### src/design/reset_seq_pkg.sv
package reset_seq_pkg;

  // ----------------------------------------------------------------
  // Clock and timing
  // ----------------------------------------------------------------
  localparam int CLK_PERIOD_NS = 20;
  localparam int POWERUP_DELAY_TIMER_COUNTS = 2048;
  localparam int POWERUP_DELAY_TIMER_NOMINAL_US = 65600;
  localparam int OST_COUNTS = 1024;
  localparam int PLL_LOCK_DELAY_NS = 2000000;
  localparam int PLL_LOCK_CYCLES_DEF = PLL_LOCK_DELAY_NS / CLK_PERIOD_NS;
  localparam int BROWNOUT_MIN_DURATION_NS = 1000;
  localparam int BROWNOUT_FILTER_CYCLES_DEF =
    (BROWNOUT_MIN_DURATION_NS + CLK_PERIOD_NS - 1) / CLK_PERIOD_NS;
  localparam int MASTER_CLEAR_N_FILTER_NS = 200;
  localparam int MASTER_CLEAR_N_FILTER_CYCLES_DEF = (MASTER_CLEAR_N_FILTER_NS + CLK_PERIOD_NS - 1) / CLK_PERIOD_NS;
  localparam int DELAY_CNT_W = 17;

  // ----------------------------------------------------------------
  // Brownout enable selections
  // ----------------------------------------------------------------
  localparam logic [1:0] BOR_SEL_OFF = 2'h0;
  localparam logic [1:0] BOR_SEL_SOFTWARE = 2'h1;
  localparam logic [1:0] BOR_SEL_NO_SLEEP = 2'h2;
  localparam logic [1:0] BOR_SEL_ALWAYS = 2'h3;

  // ----------------------------------------------------------------
  // Oscillator mode encodings
  // ----------------------------------------------------------------
  localparam logic [2:0] OSC_LOW_POWER_CRYSTAL_MODE = 3'h0;
  localparam logic [2:0] OSC_CRYSTAL_MODE = 3'h1;
  localparam logic [2:0] OSC_HIGH_SPEED_CRYSTAL_MODE = 3'h2;
  localparam logic [2:0] OSC_HIGH_SPEED_PLL_MODE = 3'h3;
  localparam logic [2:0] OSC_RESISTOR_CAPACITOR_MODE = 3'h4;
  localparam logic [2:0] OSC_EXTERNAL_CLOCK_MODE = 3'h5;
  localparam logic [2:0] OSC_INTERNAL_MODE_ONE = 3'h6;

  // ----------------------------------------------------------------
  // Register map (byte offsets) and fields
  // ----------------------------------------------------------------
  localparam logic [7:0] REG_CTRL_OFS = 8'h00;
  localparam logic [7:0] REG_FLAGS_OFS = 8'h04;
  localparam logic [7:0] REG_CONFIG_OFS = 8'h08;
  localparam logic [7:0] REG_SEQ_OFS = 8'h0C;
  localparam int CTRL_SW_EN_BIT = 0;
  localparam int FLAGS_POR_BIT = 0;
  localparam int FLAGS_BOR_BIT = 1;
  localparam logic SW_EN_RESET = 1'b1;
  localparam logic FLAG_RESET = 1'b0;
  localparam logic [2:0] HSIZE_WORD = 3'h2;
  localparam logic HRESP_OKAY = 1'b0;

  typedef enum logic [2:0] {
    SEQ_POWER_ON,
    SEQ_BROWNOUT,
    SEQ_POWERUP_DELAY,
    SEQ_OSC_STARTUP,
    SEQ_PLL_LOCK,
    SEQ_RUN
  } seq_state_e;

endpackage

### src/design/min_duration_filter.sv
`timescale 1ns/100ps
`default_nettype none
module min_duration_filter #(
  parameter int COUNT = 4
) (
  input wire logic sys_clk,
  input wire logic sys_rst,
  input wire logic raw_active,
  output logic filtered_active
);

  // ----------------------------------------------------------------
  // State
  // ----------------------------------------------------------------
  localparam int CW = (COUNT > 1) ? $clog2(COUNT) : 1;
  localparam logic [CW-1:0] LAST = CW'(COUNT - 1);

  typedef struct packed {
    logic [CW-1:0] cnt;
    logic out;
  } filt_s;

  filt_s cur_ff;
  filt_s nxt_cur;

  if (COUNT < 1) begin : g_bad_count
    $error("min_duration_filter: COUNT must be at least one");
  end

  // Active only after COUNT consecutive active cycles; drops at once, so release is never delayed.
  always_comb begin
    nxt_cur = cur_ff;
    if (!raw_active) begin
      nxt_cur.cnt = '0;
      nxt_cur.out = 1'b0;
    end else if (cur_ff.cnt == LAST) begin
      nxt_cur.out = 1'b1;
    end else begin
      nxt_cur.cnt = cur_ff.cnt + CW'(1);
    end
  end

  // Register the state.
  always_ff @(posedge sys_clk) begin
    if (sys_rst) begin
      cur_ff <= '0;
    end else begin
      cur_ff <= nxt_cur;
    end
  end

  assign filtered_active = cur_ff.out;

endmodule // min_duration_filter
`default_nettype wire

### src/design/reset_sequencer.sv
// What this block does
// - Selection 00 turns brownout reset fully off; 11 always enables it, 01 and 10 only as below.
// - Enabled brownout held past minimum duration asserts reset until supply recovers.
// - Power-up timer starts after brownout clears; new brownout restarts it.
// - Brownout enable and power-up timer enable are configured independently.
// - Selection 01 lets the software enable bit switch the detector.
// - Other selections ignore the software bit and read it as zero.
// - Threshold comes only from the level select bits, never from software.
// - Brownout flag clears on every brownout and power-on event.
// - Selection 10 disables detection in sleep, re-enables it when awake.
// - Selection 11 keeps brownout detection on in all modes.
// - Power-up timer counts 2048 slow oscillator ticks while holding reset.
// - Power-up timer runs only when its active-low disable bit is zero.
// - Oscillator start-up counts 1024 external oscillator cycles after power-up delay.
// - Start-up count only in crystal modes, on power-on or oscillator-stopping wake.
// - High-speed PLL mode adds a 2 ms lock delay after start-up count.
// - After power-on pulse: power-up timer if enabled, then oscillator start-up.
// - Resistor-capacitor mode without power-up timer has no start-up delay.
// - Delays run from power-on regardless of master clear; release follows the pin.
// - Power-managed wake applies start-up count and PLL lock, ignoring power-up timer.
// - Master clear low, past a short-pulse filter, resets; pin is never driven.
// - Power-on clears the power-on flag; only software sets it again.
`timescale 1ns/100ps
`default_nettype none
module reset_sequencer
  import reset_seq_pkg::*;
#(
  parameter int PLL_LOCK_CYCLES = reset_seq_pkg::PLL_LOCK_CYCLES_DEF,
  parameter int BROWNOUT_FILTER_CYCLES = reset_seq_pkg::BROWNOUT_FILTER_CYCLES_DEF,
  parameter int MASTER_CLEAR_N_FILTER_CYCLES = reset_seq_pkg::MASTER_CLEAR_N_FILTER_CYCLES_DEF
) (
  input wire logic sys_clk,
  input wire logic sys_rst,
  input wire logic power_on_pulse,
  input wire logic supply_below_threshold,
  input wire logic master_clear_n,
  input wire logic [1:0] brownout_enable_select,
  input wire logic [1:0] brownout_level_select,
  input wire logic powerup_delay_disable_n,
  input wire logic [2:0] osc_mode,
  input wire logic sleep_active,
  input wire logic power_managed_exit,
  input wire logic low_freq_osc_tick,
  input wire logic ext_osc_tick,
  input wire logic hsel,
  input wire logic [31:0] haddr,
  input wire logic [1:0] htrans,
  input wire logic hwrite,
  input wire logic [2:0] hsize,
  input wire logic [31:0] hwdata,
  input wire logic hready,
  output logic hreadyout,
  output logic hresp,
  output logic [31:0] hrdata,
  output logic internal_reset,
  output logic execution_hold,
  output logic brownout_detector_on,
  output logic [1:0] brownout_threshold_select
);

  // ----------------------------------------------------------------
  // Elaboration checks and state
  // ----------------------------------------------------------------
  if (PLL_LOCK_CYCLES < 1 || PLL_LOCK_CYCLES > (1 << DELAY_CNT_W)) begin : g_bad_pll
    $error("reset_sequencer: PLL_LOCK_CYCLES out of range");
  end
  if (POWERUP_DELAY_TIMER_COUNTS > (1 << DELAY_CNT_W) || OST_COUNTS > (1 << DELAY_CNT_W)) begin : g_bad_cnt
    $error("reset_sequencer: delay counter too narrow");
  end

  localparam logic [DELAY_CNT_W-1:0] POWERUP_DELAY_TIMER_LAST = DELAY_CNT_W'(POWERUP_DELAY_TIMER_COUNTS - 1);
  localparam logic [DELAY_CNT_W-1:0] OST_LAST = DELAY_CNT_W'(OST_COUNTS - 1);
  localparam logic [DELAY_CNT_W-1:0] PLL_LAST = DELAY_CNT_W'(PLL_LOCK_CYCLES - 1);

  typedef struct packed {
    seq_state_e state;
    logic [DELAY_CNT_W-1:0] cnt;
    logic osc_pending;
    logic wake;
    logic sw_en;
    logic por_flag;
    logic bor_flag;
    logic [1:0] level;
    logic bus_pend;
    logic [7:0] bus_addr;
    logic [31:0] rdata;
  } core_s;

  core_s cur_ff;
  core_s nxt_cur;

  logic brownout_trip;
  logic master_clear_n_active;
  logic powerup_delay_timer_enabled;
  logic crystal_mode;
  logic pll_mode;
  logic bus_take;
  logic addr_mapped;

  // ----------------------------------------------------------------
  // Detector enable and input filters
  // ----------------------------------------------------------------
  // Enable decode by selection; the software bit only counts in software mode.
  always_comb begin
    case (brownout_enable_select)
      BOR_SEL_OFF: brownout_detector_on = 1'b0;
      BOR_SEL_SOFTWARE: brownout_detector_on = cur_ff.sw_en;
      BOR_SEL_NO_SLEEP: brownout_detector_on = !sleep_active;
      BOR_SEL_ALWAYS: brownout_detector_on = 1'b1;
      default: brownout_detector_on = 1'b0;
    endcase
  end

  // Short dips below threshold are swallowed by the filter.
  min_duration_filter #(
    .COUNT(BROWNOUT_FILTER_CYCLES)
  ) u_bor_filter (
    .sys_clk(sys_clk),
    .sys_rst(sys_rst),
    .raw_active(supply_below_threshold && brownout_detector_on),
    .filtered_active(brownout_trip)
  );

  // Master clear is input only; narrow low pulses are ignored.
  min_duration_filter #(
    .COUNT(MASTER_CLEAR_N_FILTER_CYCLES)
  ) u_master_clear_n_filter (
    .sys_clk(sys_clk),
    .sys_rst(sys_rst),
    .raw_active(!master_clear_n),
    .filtered_active(master_clear_n_active)
  );

  // Power-up timer enable does not look at the brownout selection at all.
  assign powerup_delay_timer_enabled = !powerup_delay_disable_n;
  assign crystal_mode = (osc_mode == OSC_LOW_POWER_CRYSTAL_MODE) ||
                        (osc_mode == OSC_CRYSTAL_MODE) ||
                        (osc_mode == OSC_HIGH_SPEED_CRYSTAL_MODE) ||
                        (osc_mode == OSC_HIGH_SPEED_PLL_MODE);
  assign pll_mode = (osc_mode == OSC_HIGH_SPEED_PLL_MODE);
  assign bus_take = hsel && htrans[1] && hready && (hsize == HSIZE_WORD);
  assign addr_mapped = (haddr[31:8] == 24'h00_0000);

  // ----------------------------------------------------------------
  // Sequencer, flags and register file
  // ----------------------------------------------------------------
  // Writes land first so a read in the next address phase sees them.
  always_comb begin
    nxt_cur = cur_ff;
    nxt_cur.level = brownout_level_select;
    // Data phase of a write.
    if (cur_ff.bus_pend) begin
      case (cur_ff.bus_addr)
        REG_CTRL_OFS: nxt_cur.sw_en = hwdata[CTRL_SW_EN_BIT];
        REG_FLAGS_OFS: begin
          nxt_cur.por_flag = hwdata[FLAGS_POR_BIT];
          nxt_cur.bor_flag = hwdata[FLAGS_BOR_BIT];
        end
        default: ;
      endcase
    end
    // Delay chain.
    case (cur_ff.state)
      SEQ_POWER_ON: begin
        if (!power_on_pulse) begin
          nxt_cur.cnt = '0;
          if (powerup_delay_timer_enabled) begin
            nxt_cur.state = SEQ_POWERUP_DELAY;
          end else if (crystal_mode) begin
            nxt_cur.state = SEQ_OSC_STARTUP;
            nxt_cur.osc_pending = 1'b0;
          end else begin
            nxt_cur.state = SEQ_RUN;
            nxt_cur.osc_pending = 1'b0;
          end
        end
      end
      SEQ_BROWNOUT: begin
        if (!brownout_trip) begin
          nxt_cur.cnt = '0;
          if (powerup_delay_timer_enabled) begin
            nxt_cur.state = SEQ_POWERUP_DELAY;
          end else if (cur_ff.osc_pending && crystal_mode) begin
            nxt_cur.state = SEQ_OSC_STARTUP;
            nxt_cur.osc_pending = 1'b0;
          end else begin
            nxt_cur.state = SEQ_RUN;
            nxt_cur.osc_pending = 1'b0;
          end
        end
      end
      SEQ_POWERUP_DELAY: begin
        if (low_freq_osc_tick) begin
          if (cur_ff.cnt == POWERUP_DELAY_TIMER_LAST) begin
            nxt_cur.cnt = '0;
            nxt_cur.osc_pending = 1'b0;
            nxt_cur.state = (cur_ff.osc_pending && crystal_mode) ? SEQ_OSC_STARTUP : SEQ_RUN;
          end else begin
            nxt_cur.cnt = cur_ff.cnt + DELAY_CNT_W'(1);
          end
        end
      end
      SEQ_OSC_STARTUP: begin
        if (ext_osc_tick) begin
          if (cur_ff.cnt == OST_LAST) begin
            nxt_cur.cnt = '0;
            nxt_cur.state = pll_mode ? SEQ_PLL_LOCK : SEQ_RUN;
            nxt_cur.wake = pll_mode ? cur_ff.wake : 1'b0;
          end else begin
            nxt_cur.cnt = cur_ff.cnt + DELAY_CNT_W'(1);
          end
        end
      end
      SEQ_PLL_LOCK: begin
        if (cur_ff.cnt == PLL_LAST) begin
          nxt_cur.cnt = '0;
          nxt_cur.state = SEQ_RUN;
          nxt_cur.wake = 1'b0;
        end else begin
          nxt_cur.cnt = cur_ff.cnt + DELAY_CNT_W'(1);
        end
      end
      SEQ_RUN: begin
        if (power_managed_exit && crystal_mode) begin
          nxt_cur.state = SEQ_OSC_STARTUP;
          nxt_cur.cnt = '0;
          nxt_cur.wake = 1'b1;
        end
      end
      default: nxt_cur.state = SEQ_POWER_ON;
    endcase
    // Reset sources override the chain; hardware clears beat software writes.
    if (power_on_pulse) begin
      nxt_cur.state = SEQ_POWER_ON;
      nxt_cur.cnt = '0;
      nxt_cur.osc_pending = 1'b1;
      nxt_cur.wake = 1'b0;
      nxt_cur.sw_en = SW_EN_RESET;
      nxt_cur.por_flag = 1'b0;
      nxt_cur.bor_flag = 1'b0;
    end else if (brownout_trip && cur_ff.state != SEQ_POWER_ON) begin
      nxt_cur.state = SEQ_BROWNOUT;
      nxt_cur.cnt = '0;
      nxt_cur.wake = 1'b0;
      nxt_cur.bor_flag = 1'b0;
    end
    // Address phase: capture write target, register read data.
    nxt_cur.bus_pend = 1'b0;
    if (bus_take) begin
      nxt_cur.bus_pend = hwrite && addr_mapped;
      nxt_cur.bus_addr = haddr[7:0];
      nxt_cur.rdata = 32'h0000_0000;
      if (!hwrite && addr_mapped) begin
        case (haddr[7:0])
          REG_CTRL_OFS: nxt_cur.rdata[CTRL_SW_EN_BIT] =
            nxt_cur.sw_en && (brownout_enable_select == BOR_SEL_SOFTWARE);
          REG_FLAGS_OFS: begin
            nxt_cur.rdata[FLAGS_POR_BIT] = nxt_cur.por_flag;
            nxt_cur.rdata[FLAGS_BOR_BIT] = nxt_cur.bor_flag;
          end
          REG_CONFIG_OFS: nxt_cur.rdata[8:0] = {brownout_detector_on, osc_mode,
            powerup_delay_disable_n, brownout_level_select, brownout_enable_select};
          REG_SEQ_OFS: nxt_cur.rdata[5:0] = {cur_ff.state, cur_ff.wake,
            execution_hold, internal_reset};
          default: ;
        endcase
      end
    end
  end

  // Register the state; sys_rst is treated like a power-on.
  always_ff @(posedge sys_clk) begin
    if (sys_rst) begin
      cur_ff <= '0;
      cur_ff.state <= SEQ_POWER_ON;
      cur_ff.osc_pending <= 1'b1;
      cur_ff.sw_en <= SW_EN_RESET;
      cur_ff.por_flag <= FLAG_RESET;
      cur_ff.bor_flag <= FLAG_RESET;
    end else begin
      cur_ff <= nxt_cur;
    end
  end

  // ----------------------------------------------------------------
  // Outputs
  // ----------------------------------------------------------------
  // A wake delay holds execution without counting as a reset.
  assign internal_reset = master_clear_n_active ||
                          (cur_ff.state != SEQ_RUN && !cur_ff.wake);
  assign execution_hold = internal_reset || (cur_ff.state != SEQ_RUN);
  assign brownout_threshold_select = cur_ff.level;
  assign hreadyout = 1'b1;
  assign hresp = HRESP_OKAY;
  assign hrdata = cur_ff.rdata;
endmodule // reset_sequencer
`default_nettype wire

### config.mk
export PLATFORM = sky130hd
export DESIGN_NAME = reset_sequencer
export DESIGN_NICKNAME = d
export VERILOG_FILES = /design/src/design/reset_seq_pkg.sv /design/src/design/min_duration_filter.sv /design/src/design/reset_sequencer.sv
export SDC_FILE = /design/constraint.sdc
export NUM_CORES = 1
export LEC_CHECK = 0
export ABC_AREA = 1
export BUFFER_PORTS_ARGS = -buffer_cell sky130_fd_sc_hd__buf_2
export CORE_ASPECT_RATIO = 1.25
export CORE_MARGIN = 2
export CORE_UTILIZATION = 45
export DETAILED_ROUTE_END_ITERATION = 12
export HOLD_SLACK_MARGIN = 0.02
export PLACE_DENSITY = 0.89
export SLEW_MARGIN = 0
export SYNTH_ARGS = -nofsm -noshare
export SYNTH_HDL_FRONTEND = slang
export SYNTH_SLANG_ARGS = --single-unit
export TNS_END_PERCENT = 5
### constraint.sdc
create_clock -name sys_clk -period 1.5 [get_ports sys_clk]
set_input_delay 0.3 -clock sys_clk [delete_from_list [all_inputs] [get_ports sys_clk]]
set_output_delay 0.3 -clock sys_clk [all_outputs]
set_load 0.02 [all_outputs]
### Word level (Yosys, flattened, before mapping)

Index checks and enable logic that the tools add are counted.

| cells by class | value |
|---|---|
| bitwise logic cells | 2 |
| multiplexer cells | 39 |
| reduce and logical (&&, ||, !) cells | 39 |
| equality and inequality tests | 37 |
| $add $sub $neg | 3 |

Operator list:

| kind | count |
|---|---|
| one-hot mux 17 bit (6 select lines) | 1 |
| two-way mux 17 bit | 3 |
| two-way mux 21 bit | 2 |
| two-way mux 20 bit | 2 |
| two-way mux 3 bit | 9 |
| zero test 24 bit | 1 |
| != test 3 bit, second input constant | 8 |
| two-way mux 18 bit | 1 |
| one-hot mux 3 bit (6 select lines) | 1 |
| adder 17 x 1 -> 17 bit, second input constant | 1 |
| == test 17 x 10 -> 1 bit, second input constant | 1 |
| == test 17 x 11 -> 1 bit, second input constant | 1 |
| == test 17 bit, second input constant | 1 |
| == test 8 x 3 -> 1 bit, second input constant | 2 |
| == test 8 x 4 -> 1 bit, second input constant | 2 |
| zero test 8 bit | 2 |
| != test 2 bit, second input constant | 8 |
| == test 3 x 2 -> 1 bit, second input constant | 5 |
| AND reduction 7 bit | 2 |
| logical AND 1 bit | 11 |
| two-way mux 1 bit | 11 |
| two-way mux 9 bit | 1 |
| one-hot mux 1 bit (3 select lines) | 3 |
| nonzero test 3 bit | 3 |
| 22 further kinds | 38 |

| storage, ports and cells | value |
|---|---|
| logic and storage cells | 136 |
| bits in registers | 57 |
| output and inout port bits | 39 |

### Logic depth before layout (Yosys ltp)

| logic depth | value |
|---|---|
| word-level depth | 10 |
| depth in mapped cells | 12 |
| gate-level depth less buffers | 12 |

### By module

Synthesis repeated with hierarchy kept, for this count alone.

| unflattened totals | value |
|---|---|
| cell total of the unflattened synthesis | 563 |
| area, all modules | 3587.2 sq um |

By module, submodules not included:

| module | cells each | area each (sq um) | instances | seq. area each (sq um) |
|---|---|---|---|---|
| reset_sequencer | 482 | 3004.1 | 1 | 900.9 |
| min_duration_filter at u_bor_filter | 47 | 341.6 | 1 | 140.1 |
| min_duration_filter at u_master_clear_n_filter | 34 | 241.5 | 1 | 100.1 |

### Worst setup path before layout

No wires, ideal clock.

| path | value |
|---|---|
| kind | flip-flop to flip-flop |
| start point | reg cur_ff[48] (netlist name) |
| end point | reg cur_ff[60] (netlist name) |
| cell stages (with the launch flop) | 12 |
| data required time | 1383 ps |
| clock period less this slack | 1601 ps |
| buffers on the path | 1 |
| arrival time | 1484 ps |
| setup slack | -101 ps |
| cells stage by stage | dfxtp_1 -> ha_1 -> nand2_1 -> inv_1 -> nand2_1 -> nor2_4 -> nand2_1 -> nand2_1 -> nand4_4 -> nand2_2 -> buf_6 -> nor2_2 |

| on the way | value |
|---|---|
| word-level cells in the longest chain between the ends | 4 |

Ends and longest elaborated chain:

| element | RTL line | RTL |
|---|---|---|
| start: declaration | reset_sequencer.sv:89 | `core_s cur_ff;` |
| start signal: assignment | reset_sequencer.sv:281 | `cur_ff <= nxt_cur;` |
| adder 17 x 1 -> 17 bit, or another cell as far along | reset_sequencer.sv:199, reset_sequencer.sv:210, reset_sequencer.sv:220 |  |
| two-way mux 17 bit, on equally long branches | reset_sequencer.sv:205, reset_sequencer.sv:194 |  |
| two-way mux 20 bit / two-way mux 21 bit (equally long branches) | reset_sequencer.sv:204, reset_sequencer.sv:193 |  |
| one-hot mux 17 bit (6 select lines) * | reset_sequencer.sv:163 | `case (cur_ff.state)` |

Mark *: on every way between the ends. The rest lies on a longest branch, timed or not. The select of a mux whose other input is x is not followed.
A chain may end at the register's enable or synchronous reset.

### Worst setup path in the final report

| path | value |
|---|---|
| start point | reg cur_ff[48] (netlist name) |
| end point | reg cur_ff[67] (netlist name) |

| on the way | value |
|---|---|
| word-level cells in the longest chain between the ends | 3 |

Ends and longest elaborated chain:

| element | RTL line | RTL |
|---|---|---|
| == test 17 bit, or another cell as far along | reset_sequencer.sv:215 | `if (cur_ff.cnt == PLL_LAST) begin` |
| != test 2 bit (no source line) | -- |  |
| AND reduction 7 bit (no source line) * | -- |  |

Mark *: on every way between the ends. The rest lies on a longest branch, timed or not.

==> impl_metrics.csv <==
group,metric,value,unit
routing,vias_per_cell,5.13,
sta,hold_violations,0,
run_status,status,"finished with violations",
routing,dr.pass1.iters,6,
yosys,async_flop_share,0,%
cells_and_area,fillers,615,
clocking,clock_latency,0.35,ns
power_and_ir_drop,vdd_drop_max,0.000654,V
sta,slew_violations,0,
yosys,syn_inst,525,
yosys,synth_edf_count,0,
routing,wl,9.52,mm
yosys,ys_seq_area_share,32.7,%
worst_setup_path,arrival,1.92,ns
worst_setup_path,startpoint_type,"flop",
die,dieHeight,102,um
placement,hpwl,7.15,mm
die,initial_utilization,46.8,%
sta,finalSetupViolCount,23,
min_path,holdCritPathClass,"input pin to flop",
yosys,ys.flop_type,"dfxtp_1",
routing,num_vias,3811,
die,rows,35,
power_and_ir_drop,p_per_area,861,mW/mm^2
worst_setup_path,crit_type,"flop to flop",
power_and_ir_drop,p_leak,2.18,nW
clocking,cts_tree,"built",
grt,grt_pass1_vias,3641,
clocking,htreeDepth,3,
worst_setup_path,crit_slowest_cell,"dfxtp_2",
run,cap_violations,0,
yosys,ys_ff_latch,57,
clocking,cts_made_buffers,9,
clocking,clock_path_buffers,2,
worst_setup_path,critical-path-top-delay-family,"simple AND/OR/NAND/NOR gates",
placement,portBuffers,71,
clocking,cts.sinks,57,
routing,wl_met2,5.02,mm
die,die_x,82.7,um
worst_setup_path,crit_path_end_kind,"flop",
die,die-area,0.00847,mm^2
worst_setup_path,path_buf_inv,2,
cells_and_area,nets,740,
grt,grt_antenna_before_repair,1,
sta,grt_setup_unrepaired,"yes",
worst_setup_path,path_cells,"ha_4 > nand2_4 > inv_4 > nand3_4 > nor2_2 > nand2_1 > nand2_2 > nand4_1 > buf_4 > nand2_2 > a21oi_2",
routing,wire_per_inst,12.8,um
placement,gp_congestion,0.829,
clocking,clk_pin_slew,0.06,ns
grt,grt_usage,23.0,%
routing,first_iter_violations,174,
routing,routed.top_layer,"met4",
sta,holdWs,0.173,ns
worst_setup_path,cpMostUsedCell,"nand2_2",
sta,postLayoutSetupSlackWorst,-0.176,ns
routing,final_antenna_net_count,0,
sta,period_needed,1.68,ns
clocking,cts_hold_buffers,0,
worst_setup_path,cp_slowest_stage_delay,0.35,ns
yosys,synth_area_per_cell,6.64,um^2
grt,grt_max_degree,15,
die,core,0.00744,mm^2
sta,fmax,597,MHz
run_status,failed_checks,"setup timing",
cells_and_area,drive_gt1_share,32.5,%
die,io_pins,128,
routing,drc,0,
grt,grt_pass1_wl,15.2,mm
routing,drt-met1-wl,3.53,mm
yosys,syn_area,0.00349,mm^2
sta,finClkSkew,0.00989,ns
power_and_ir_drop,power.total,3.96,mW
placement,dp_slack,-0.188,ns
yosys,ys_warn_count,0,
grt,overflow,0,
clocking,clockRootBuffer,"clkbuf_8",
cells_and_area,syn2layout_area_growth,32.0,%
yosys,ys_types,40,
sta,post-route-period-util,112,%
routing,wl_met3,573,um
worst_setup_path,cp_data_required_time,1.74,ns
worst_setup_path,crit_fanout,4,
-- per-layer routing --
metal / global-route usage, % / up-vias
li1: - / 1869
met1: 22.8 / 1733
met2: 42.8 / 171
met3: 6.36 / 38
met4: 11.7 / 0
met5: 0 / -
-- final cells by class --
type                       count  area (um^2)  share of cell area (%)
multi-input combinational    379         2010                    43.6
sequential                    57         1150                    25.0
timing repair buffer         130          857                    18.6
inverter                      69          262                    5.68
clock buffer                   9          124                    2.69
tap                           92          115                    2.50
clock inverter                 6         83.8                    1.82
antenna                        1         2.50                  0.0544
-- sequential cells by signal, indices dropped and copies added, names as in the netlist --
register,flops
cur_ff,34
u_master_clear_n_filter.filtered_active,1
u_master_clear_n_filter.cur_ff,4
u_bor_filter.cur_ff,6
brownout_threshold_select,2
u_bor_filter.filtered_active,1
hrdata,9
-- logic make-up after synthesis --
kind of cell	synth area share [%]
other	0.215
flip-flops	32.7
adder cells (fa/ha/maj)	1.79
AO/OA/AOI/OAI	11.1
XOR/XNOR	1.26
buffers and inverters	16.5
AND/OR/NAND/NOR	36.4
-- layout by cell type, fill, tap and decap left out, types with 6 or more instances in the layout --
cell type  Yosys  routed
nand2_4        0       8
o21ai_0       24      22
a21oi_1       26      25
nand4_1       10      10
conb_1         2      25
buf_4         37      52
clkbuf_8       0       9
buf_2          0      70
nor3_1        11       9
nand2_1      113     102
dfxtp_1       57      51
o21ai_1        4       6
nor2_1        76      73
nor2_2        10      11
inv_1         65      63
nand3_1       30      28
nand2_2        6       9
-- worst min-delay path, cell delays in order --
cell and delay, ns:
buf_2 0.10, inv_1 0.04, nor2_1 0.03
-- report_power, final --
part | total, mW | internal [mW] | switching (mW) | leakage, nW
Clock | 1.54 | 0.918 | 0.618 | 0.109
Combinational | 0.840 | 0.355 | 0.485 | 1.61
Sequential | 1.59 | 1.55 | 0.0376 | 0.464
Total | 3.96 | 2.82 | 1.14 | 2.18
-- cells in the mapped netlist, types with 6 or more instances --
master / count / area share (%)
a21oi_1: 26 / 3.7
buf_4: 37 / 8.0
dfxtp_1: 57 / 33
inv_1: 65 / 7.0
nand2_1: 113 / 12
nand2_2: 6 / 1.1
nand3_1: 30 / 4.3
nand4_1: 10 / 1.8
nor2_1: 76 / 8.2
nor2_2: 10 / 1.8
nor3_1: 11 / 1.6
o21ai_0: 24 / 3.4
-- path summary, 6_finish.rpt --
check / from / endpoint / slack, ns / cells after the start
max: cur_ff[48] / cur_ff[67] / -0.18 / 11
max reg2reg: cur_ff[48] / cur_ff[67] / -0.18 / 11
min reg2reg: hrdata[1] / hrdata[1] / 0.47 / 2
min: brownout_level_select[1] / brownout_threshold_select[1] / 0.17 / 3
-- timing repair --
action / in CTS / in global routing
gates resized for setup: 23 / 20
setup buffers: 6 / 3
setup endpoints to repair: 23 / 31
pin swaps: 14 / 8
-- per-stage QoR --
step                      TNS [ns]  util [%]  std cells  instance area, um^2
after detailed placement     -3.13      55.9        718                 4160
final                        -1.97      61.8        743                 4600
after floorplan                  0         -        548                 3600
after CTS                    -1.40      60.5        739                 4500
after global routing         -4.36      61.8        743                 4600
after global placement       -1.28      55.9        718                 4160
Note: power is estimated with default switching activity, not from simulation.
